### config.mk
export PLATFORM = sky130hd
export DESIGN_NAME = itl_pin_latch
export DESIGN_NICKNAME = d
export VERILOG_FILES = /design/src/itl_pkg.sv /design/src/itl_pin_latch.sv
export VERILOG_INCLUDE_DIRS = /design/src
export SDC_FILE = /design/constraint.sdc
export NUM_CORES = 1
export LEC_CHECK = 0
export BUFFER_PORTS_ARGS = -buffer_cell sky130_fd_sc_hd__buf_4
export CAP_MARGIN = 20
export CORE_UTILIZATION = 35
export DETAILED_ROUTE_END_ITERATION = 8
export PLACE_DENSITY_LB_ADDON = 0.12
export SYNTH_ARGS = -nofsm -noshare
export SYNTH_HDL_FRONTEND = slang
export SYNTH_SLANG_ARGS = --single-unit
export TNS_END_PERCENT = 10
### constraint.sdc
create_clock -name clock -period 2.91 [get_ports clock]
set_input_delay 0.291 -clock clock [delete_from_list [all_inputs] [get_ports clock]]
set_output_delay 0.291 -clock clock [all_outputs]
set_load 0.05 [all_outputs]
### src/itl_regs.svh
`ifndef ITL_REGS_SVH
`define ITL_REGS_SVH

// Port addresses on the CPU I/O bus
`define ITL_PORT_READBACK_PICK_COUNTER0      16'h0040
`define ITL_PORT_READBACK_PICK_COUNTER1      16'h0041
`define ITL_PORT_READBACK_PICK_COUNTER2      16'h0042
`define ITL_PORT_CMD       16'h0043
`define ITL_PORT_PINCTL    16'h0044

// Command byte fields
`define ITL_CMD_SEL        7:6
`define ITL_CMD_FMT        5:4
`define ITL_RB_NOCNT       5
`define ITL_RB_NOSTS       4
`define ITL_RB_PICK        3:1
`define ITL_SEL_READBACK   2'h3
`define ITL_FMT_LATCH      2'h0
`define ITL_FMT_LSB        2'h1
`define ITL_FMT_MSB        2'h2
`define ITL_FMT_BOTH       2'h3

// Pin routing control register fields
`define ITL_PC_COUNTER1_OUTPUT_LEVEL        7
`define ITL_PC_COUNTER0_OUTPUT_LEVEL        6
`define ITL_PC_TG1         5
`define ITL_PC_TG0         4
`define ITL_PC_PINB        3:2
`define ITL_PC_PINA        1:0
`define ITL_PC_STORED      5:0
`define ITL_PC_RESET       6'h00

// Pin function codes
`define ITL_PIN_COUNTER0_ENABLE_INPUT      2'h0
`define ITL_PIN_COUNTER1_ENABLE_INPUT      2'h1
`define ITL_PIN_OUT        2'h2
`define ITL_PIN_TICK       2'h3

`endif

### src/itl_pkg.sv
package itl_pkg;

   typedef struct packed {
      logic        rd;
      logic        wr;
      logic [15:0] addr;
      logic [7:0]  wdata;
   } itl_io_req_s;

   // Per-counter state presented by the counting logic
   typedef struct packed {
      logic [15:0] count;
      logic        out;
      logic        null_count;
      logic [1:0]  fmt;
      logic [2:0]  mode;
      logic        bcd;
   } itl_cnt_info_s;

endpackage

### src/itl_pin_latch.sv
`timescale 1ns/1ps
`include "itl_regs.svh"

module itl_latch_unit (
   input  wire logic          clock,
   input  wire logic          rst_b,
   input  wire logic          ce,
   input  wire logic          latch_cnt,
   input  wire logic          latch_sts,
   input  wire logic          reprog,
   input  wire logic          rd,
   input  itl_pkg::itl_cnt_info_s info,
   output logic [7:0]         rd_byte,
   output logic               cnt_held,
   output logic               sts_held
);
   import itl_pkg::*;

   logic [15:0] hold_q;
   logic [7:0]  sts_q;
   logic        cnt_held_q;
   logic        sts_held_q;
   logic        msb_next_q;
   logic [15:0] src;
   logic        last_byte;
   logic        cnt_release;
   logic        sts_release;
   logic [7:0]  sts_now;

   assign sts_now     = {info.out, info.null_count, info.fmt, info.mode, info.bcd};
   assign src         = cnt_held_q ? hold_q : info.count;
   assign last_byte   = (info.fmt != `ITL_FMT_BOTH) || msb_next_q;
   assign sts_release = rd && sts_held_q;
   assign cnt_release = rd && !sts_held_q && cnt_held_q && last_byte;
   assign cnt_held    = cnt_held_q;
   assign sts_held    = sts_held_q;

   // Status wins the first read; then bytes follow the programmed order
   always_comb begin
      if (sts_held_q) begin
         rd_byte = sts_q;
      end else if ((info.fmt == `ITL_FMT_MSB) ||
                   ((info.fmt == `ITL_FMT_BOTH) && msb_next_q)) begin
         rd_byte = src[15:8];
      end else begin
         rd_byte = src[7:0];
      end
   end

   // A new latch in the cycle of the final read is taken, not lost
   always_ff @(posedge clock) begin
      if (!rst_b) begin
         hold_q     <= 16'h0000;
         cnt_held_q <= 1'b0;
      end else if (ce) begin
         if (reprog) begin
            cnt_held_q <= 1'b0;
         end else if (latch_cnt && (!cnt_held_q || cnt_release)) begin
            hold_q     <= info.count;
            cnt_held_q <= 1'b1;
         end else if (cnt_release) begin
            cnt_held_q <= 1'b0;
         end
      end
   end

   always_ff @(posedge clock) begin
      if (!rst_b) begin
         sts_q      <= 8'h00;
         sts_held_q <= 1'b0;
      end else if (ce) begin
         if (reprog) begin
            sts_held_q <= 1'b0;
         end else if (latch_sts && (!sts_held_q || sts_release)) begin
            sts_q      <= sts_now;
            sts_held_q <= 1'b1;
         end else if (sts_release) begin
            sts_held_q <= 1'b0;
         end
      end
   end

   // One byte pointer serves latched and live reads alike
   always_ff @(posedge clock) begin
      if (!rst_b) begin
         msb_next_q <= 1'b0;
      end else if (ce) begin
         if (reprog) begin
            msb_next_q <= 1'b0;
         end else if (rd && !sts_held_q && (info.fmt == `ITL_FMT_BOTH)) begin
            msb_next_q <= !msb_next_q;
         end
      end
   end
endmodule // itl_latch_unit

module itl_pin_latch (
   input  wire logic                   clock,
   input  wire logic                   rst_b,
   input  wire logic                   ce,
   input  itl_pkg::itl_io_req_s        io_req,
   output logic [7:0]                  io_rdata,
   output logic                        io_rvalid,
   input  itl_pkg::itl_cnt_info_s [2:0] cnt_info,
   output logic [2:0]                  cnt_reprog,
   input  wire logic                   timer_clk_tick,
   input  wire logic                   timer_pin_a_in,
   output logic                        timer_pin_a_out,
   output logic                        timer_pin_a_oe,
   input  wire logic                   timer_pin_b_in,
   output logic                        timer_pin_b_out,
   output logic                        timer_pin_b_oe,
   output logic                        counter0_enable_input,
   output logic                        counter1_enable_input,
   output logic                        counter0_tick_input,
   output logic                        counter1_tick_input
);
   import itl_pkg::*;

   logic [5:0] pinctl_q;
   logic       pa_meta_q;
   logic       pa_s_q;
   logic       pb_meta_q;
   logic       pb_s_q;
   logic       wr_cmd;
   logic       rd_hit;
   logic [1:0] cmd_sel;
   logic [1:0] cmd_fmt;
   logic [2:0] latch_cnt;
   logic [2:0] latch_sts;
   logic [2:0] reprog;
   logic [2:0] cnt_rd;
   logic [2:0] cnt_held;
   logic [2:0] sts_held;
   logic [7:0] unit_byte [3];
   logic [7:0] rd_mux;
   logic [1:0] pa_fn;
   logic [1:0] pb_fn;
   logic       counter0_enable_input_d;
   logic       counter1_enable_input_d;

   assign cmd_sel = io_req.wdata[`ITL_CMD_SEL];
   assign cmd_fmt = io_req.wdata[`ITL_CMD_FMT];
   assign wr_cmd  = ce && io_req.wr && (io_req.addr == `ITL_PORT_CMD);
   assign pa_fn   = pinctl_q[`ITL_PC_PINA];
   assign pb_fn   = pinctl_q[`ITL_PC_PINB];

   genvar gi;
   generate
      for (gi = 0; gi < 3; gi++) begin : g_cnt
         localparam logic [1:0] SEL = 2'(gi);
         logic sel_hit;
         logic rb_pick;
         assign sel_hit = wr_cmd && (cmd_sel == SEL);
         // Read-back bit 0 is left unread: it is held zero by software
         assign rb_pick = wr_cmd && (cmd_sel == `ITL_SEL_READBACK)
                          && io_req.wdata[gi + 1];
         assign latch_cnt[gi] = (sel_hit && (cmd_fmt == `ITL_FMT_LATCH))
                                || (rb_pick && !io_req.wdata[`ITL_RB_NOCNT]);
         assign latch_sts[gi] = rb_pick && !io_req.wdata[`ITL_RB_NOSTS];
         assign reprog[gi]    = sel_hit && (cmd_fmt != `ITL_FMT_LATCH);
         assign cnt_rd[gi]    = ce && io_req.rd
                                && (io_req.addr == (`ITL_PORT_READBACK_PICK_COUNTER0 + 16'(gi)));
         itl_latch_unit u_unit (
            .clock     (clock),
            .rst_b     (rst_b),
            .ce        (ce),
            .latch_cnt (latch_cnt[gi]),
            .latch_sts (latch_sts[gi]),
            .reprog    (reprog[gi]),
            .rd        (cnt_rd[gi]),
            .info      (cnt_info[gi]),
            .rd_byte   (unit_byte[gi]),
            .cnt_held  (cnt_held[gi]),
            .sts_held  (sts_held[gi])
         );
      end
   endgenerate

   // Not-loaded flag passes through the status byte as the counter reports it
   always_comb begin
      rd_hit = io_req.rd;
      case (io_req.addr)
         `ITL_PORT_READBACK_PICK_COUNTER0:   rd_mux = unit_byte[0];
         `ITL_PORT_READBACK_PICK_COUNTER1:   rd_mux = unit_byte[1];
         `ITL_PORT_READBACK_PICK_COUNTER2:   rd_mux = unit_byte[2];
         `ITL_PORT_PINCTL: rd_mux = {cnt_info[1].out, cnt_info[0].out, pinctl_q};
         default: begin
            rd_mux = 8'h00;
            rd_hit = 1'b0;
         end
      endcase
   end

   // Answer one cycle after the read strobe; unmapped reads get no answer
   always_ff @(posedge clock) begin
      if (!rst_b) begin
         io_rdata  <= 8'h00;
         io_rvalid <= 1'b0;
      end else if (ce) begin
         io_rvalid <= rd_hit;
         if (rd_hit) begin
            io_rdata <= rd_mux;
         end
      end
   end

   always_ff @(posedge clock) begin
      if (!rst_b) begin
         cnt_reprog <= 3'h0;
      end else if (ce) begin
         cnt_reprog <= reprog;
      end
   end

   // Output bits are not stored, so a write cannot touch them
   always_ff @(posedge clock) begin
      if (!rst_b) begin
         pinctl_q <= `ITL_PC_RESET;
      end else if (ce && io_req.wr && (io_req.addr == `ITL_PORT_PINCTL)) begin
         pinctl_q <= io_req.wdata[`ITL_PC_STORED];
      end
   end

   always_ff @(posedge clock) begin
      if (!rst_b) begin
         pa_meta_q <= 1'b0;
         pa_s_q    <= 1'b0;
         pb_meta_q <= 1'b0;
         pb_s_q    <= 1'b0;
      end else if (ce) begin
         pa_meta_q <= timer_pin_a_in;
         pa_s_q    <= pa_meta_q;
         pb_meta_q <= timer_pin_b_in;
         pb_s_q    <= pb_meta_q;
      end
   end

   always_comb begin
      if ((pa_fn == `ITL_PIN_COUNTER0_ENABLE_INPUT) || (pb_fn == `ITL_PIN_COUNTER0_ENABLE_INPUT)) begin
         counter0_enable_input_d = ((pa_fn == `ITL_PIN_COUNTER0_ENABLE_INPUT) && pa_s_q)
                   || ((pb_fn == `ITL_PIN_COUNTER0_ENABLE_INPUT) && pb_s_q);
      end else begin
         counter0_enable_input_d = pinctl_q[`ITL_PC_TG0];
      end
      if ((pa_fn == `ITL_PIN_COUNTER1_ENABLE_INPUT) || (pb_fn == `ITL_PIN_COUNTER1_ENABLE_INPUT)) begin
         counter1_enable_input_d = ((pa_fn == `ITL_PIN_COUNTER1_ENABLE_INPUT) && pa_s_q)
                   || ((pb_fn == `ITL_PIN_COUNTER1_ENABLE_INPUT) && pb_s_q);
      end else begin
         counter1_enable_input_d = pinctl_q[`ITL_PC_TG1];
      end
   end

   // Tick source swaps without glitch filtering; select before counting
   always_ff @(posedge clock) begin
      if (!rst_b) begin
         counter0_enable_input <= 1'b0;
         counter1_enable_input <= 1'b0;
         counter0_tick_input   <= 1'b0;
         counter1_tick_input   <= 1'b0;
         timer_pin_a_out       <= 1'b0;
         timer_pin_a_oe        <= 1'b0;
         timer_pin_b_out       <= 1'b0;
         timer_pin_b_oe        <= 1'b0;
      end else if (ce) begin
         counter0_enable_input <= counter0_enable_input_d;
         counter1_enable_input <= counter1_enable_input_d;
         counter0_tick_input   <= (pb_fn == `ITL_PIN_TICK) ? pb_s_q : timer_clk_tick;
         counter1_tick_input   <= (pa_fn == `ITL_PIN_TICK) ? pa_s_q : timer_clk_tick;
         timer_pin_a_out       <= cnt_info[0].out;
         timer_pin_a_oe        <= (pa_fn == `ITL_PIN_OUT);
         timer_pin_b_out       <= cnt_info[1].out;
         timer_pin_b_oe        <= (pb_fn == `ITL_PIN_OUT);
      end
   end
endmodule // itl_pin_latch

==> flow_metrics.tcl <==
set metrics [dict create \
    syn_avg_cell_area_um2 8.85 \
    rsz0062_at_grt "false" \
    diodes 0 \
    clkLatencyLatePin_ns 0.36 \
    hold_buffers 0 \
    die_w_um 131 \
    die_y_um 131 \
    crit_path_max_fanout 18 \
    layout_worst_path_cycle_share 0.806 \
    wl_per_cell_um 18.7 \
    die_area_mm2 0.0172 \
    pwr-share-clk 0.426 \
    cts_buffer_depth 2 \
    cts-htree-levels 3 \
    swShare 0.245 \
    pin_count 124 \
    path_clk_slew_ns 0.08 \
    grt_start_max_net_pins 76 \
    cts_setup_buffers 0 \
    antenna_found_initial 0 \
    finalClockSkew_ns 0.00456 \
    drive_gt1_frac 0.239 \
    r2r_cells 6 \
    gp_congestion 0.844 \
    ir_drop_mv 0.287 \
    cp-start-kind "register" \
    synth-seq-cells 111 \
    dpl.hpwl_mm 13.4 \
    drc 0 \
    setup.worst_path.class "register to register" \
    fin_nets 865 \
    cts_buffers 9 \
    min_path_cells 3 \
    clkSinkCount 111 \
    synth_fp_nets 763 \
    critPathArrivalTime_ns 2.58 \
    portBuffers 123 \
    crit_slowest_cell "dfxtp_1" \
    grt_pass1_vias 5198 \
    cap_violations 0 \
    fmaxAchievable_mhz 427 \
    p_comb_frac 0.106 \
    grt-ovfl-total 0 \
    ant_nets 0 \
    grt_pass1_wl_mm 28.5 \
    rows 46 \
    track_usage 0.220 \
    setup_viol 0 \
    p_seq_frac 0.468 \
    synth_edf_count 0 \
    drv_slew 0 \
    power.net_switching_w 0.000800 \
    first_pass_iters 5 \
    ys_types 59 \
    fin_crit_ns 2.34 \
    ys_warn_count 0 \
    ys_async_sr_fraction 0 \
    relSlewSlack 0.421 \
    wirelength_mm 18.3 \
    vias 5599 \
    tightest_slew_ns 0.867 \
    syn_area_mm2 0.00583 \
    via_per_inst 5.70 \
    initial_core_util 0.363 \
    drt-initial-drc-count 417 \
    worstPathCellList "nor3_1 -> o211ai_1 -> a2111oi_4 -> buf_4 -> mux2i_1 -> nor2_1" \
    endpoint_kind "register" \
    netlist_instances 659 \
    ctsResizeCount 0 \
    finalSetupTns_ns 0 \
    power_w 0.00327 \
    p_leak_nw 2.57 \
    synthToLayoutAreaGrowth_pct 24.1 \
    status "finished clean" \
    ys_seq_area_frac 0.381 \
    hp-class "input port to register" \
    ys.flop_type "dfxtp_1" \
    cts_tree "built" \
    finalHoldViolCount 0 \
    max_stage_delay_ns 0.52 \
    clock-root-buffer "clkbuf_16" \
    internal_power_w 0.00247 \
    powerDensity_mw_per_mm2 452 \
    coreArea_mm2 0.0161 \
    required_ns 3.15 \
]
==> synth_stat cells (all sizes together) (3+ instances only) <==
cell / n / area, um^2
and2: 6 / 37.5
buf: 12 / 88.8
nor4b: 3 / 41.3
nor2b: 17 / 106
o31ai: 9 / 81.3
a221oi: 21 / 184
nor2: 72 / 270
nand3: 30 / 150
clkbuf: 36 / 165
nand2b: 8 / 50.1
mux4: 10 / 225
mux2i: 58 / 581
o21a: 8 / 67.6
o311ai: 5 / 43.8
a21oi: 56 / 280
nand2: 29 / 109
inv: 5 / 18.8
o211ai: 4 / 30.0
nand4: 30 / 203
nor3: 8 / 45.0
o21ai: 59 / 314
a31oi: 12 / 75.1
or4: 4 / 30.0
nor4: 6 / 65.1
nand3b: 3 / 22.5
dfxtp: 111 / 2220
and3: 12 / 75.1
==> cell families (layout without fill, tap and decap cells) <==
kind of cell | after synthesis | count (layout) | share of synthesized area
AOI/OAI and AO/OA | 188 | 188 | 0.211
xor gates and xnor gates | 2 | 2 | 0.00300
buffers and inverters | 54 | 161 | 0.0485
DFF | 111 | 111 | 0.381
muxes | 68 | 68 | 0.138
and+or+nand+nor | 236 | 236 | 0.218
==> cell usage in the layout (no fill, tap or decap), drive strengths merged, types with 21 or more instances in the layout <==
cell,instances
a21oi,56
a221oi,21
nand3,30
nand4,30
buf,140
o21ai,59
mux2i,58
nand2,29
dfxtp,111
nor2,72
==> path summary, 6_finish.rpt <==
check	start	to	slack, ns
setup / recovery	g_cnt[0].u_unit.sts_held$_SDFFE_PN0P_	g_cnt[0].u_unit.hold_q[0]$_SDFFE_PN0P_	0.57
setup reg to reg	g_cnt[0].u_unit.sts_held$_SDFFE_PN0P_	g_cnt[0].u_unit.hold_q[0]$_SDFFE_PN0P_	0.57
hold reg to reg	g_cnt[0].u_unit.sts_q[1]$_SDFFE_PN0P_	g_cnt[0].u_unit.sts_q[1]$_SDFFE_PN0P_	0.47
hold / removal	timer_pin_b_in	pb_meta_q$_SDFFE_PN0P_	0.17
==> area by class of cell <==
class	count	area, um^2
clock buffers	10	239
flip-flops and latches	111	2220
multi-input cells	494	3330
clock inverters	6	90.1
inverters	5	18.8
fillers	1579	8820
well taps	216	270
repair buffers	140	1060
==> critical path, delay by kind of cell (launching register included) <==
kind / cells / cell delay, ns
compound gates: 2 / 0.63
flops: 1 / 0.52
simple gates: 2 / 0.46
buf+inv: 1 / 0.36
mux: 1 / 0.25
==> through the flow <==
step	worst slack [ns]	util	instance area [um^2]	hold WS, ns	cells
3_3_place_gp	0.299	0.430	6910	0.455	966
6_report	0.566	0.451	7240	0.169	982
5_1_grt	0.385	0.451	7240	0.167	982
3_5_place_dp	0.246	0.430	6910	0.464	966
2_1_floorplan	0.701	-	5830	0.429	659
4_1_cts	0.583	0.451	7240	0.163	982
==> power by group through the flow <==
stage               combinational [W]  clock (W)  sequential [W]
global route                 0.000373    0.00149         0.00153
global placement             0.000343          0         0.00156
CTS                          0.000347    0.00142         0.00153
floorplan                    0.000141          0         0.00158
detailed placement           0.000346          0         0.00157
finish                       0.000347    0.00139         0.00153
==> state kept, by name, summed over array words and instances (netlist names), 3 cells and up <==
| name | flops |
|---|---|
| cnt_reprog | 3 |
| io_rdata | 8 |
| pinctl_q | 6 |
| g_cnt.u_unit.sts_q | 24 |
| g_cnt.u_unit.hold_q | 48 |
| g_cnt.u_unit.msb_next_q | 3 |
| g_cnt.u_unit.cnt_held | 3 |
| g_cnt.u_unit.sts_held | 3 |
==> metal layers <==
| layer | vias up | track usage | wire [um] |
|---|---|---|---|
| met2 | 218 | 0.345 | 8310 |
| met5 | - | 0 | 0 |
| li1 | 2673 | - | - |
| met1 | 2680 | 0.301 | 8420 |
| met4 | 0 | 0.0852 | 409 |
| met3 | 28 | 0.0345 | 1200 |
Note: power is estimated with default switching activity, not from simulation.
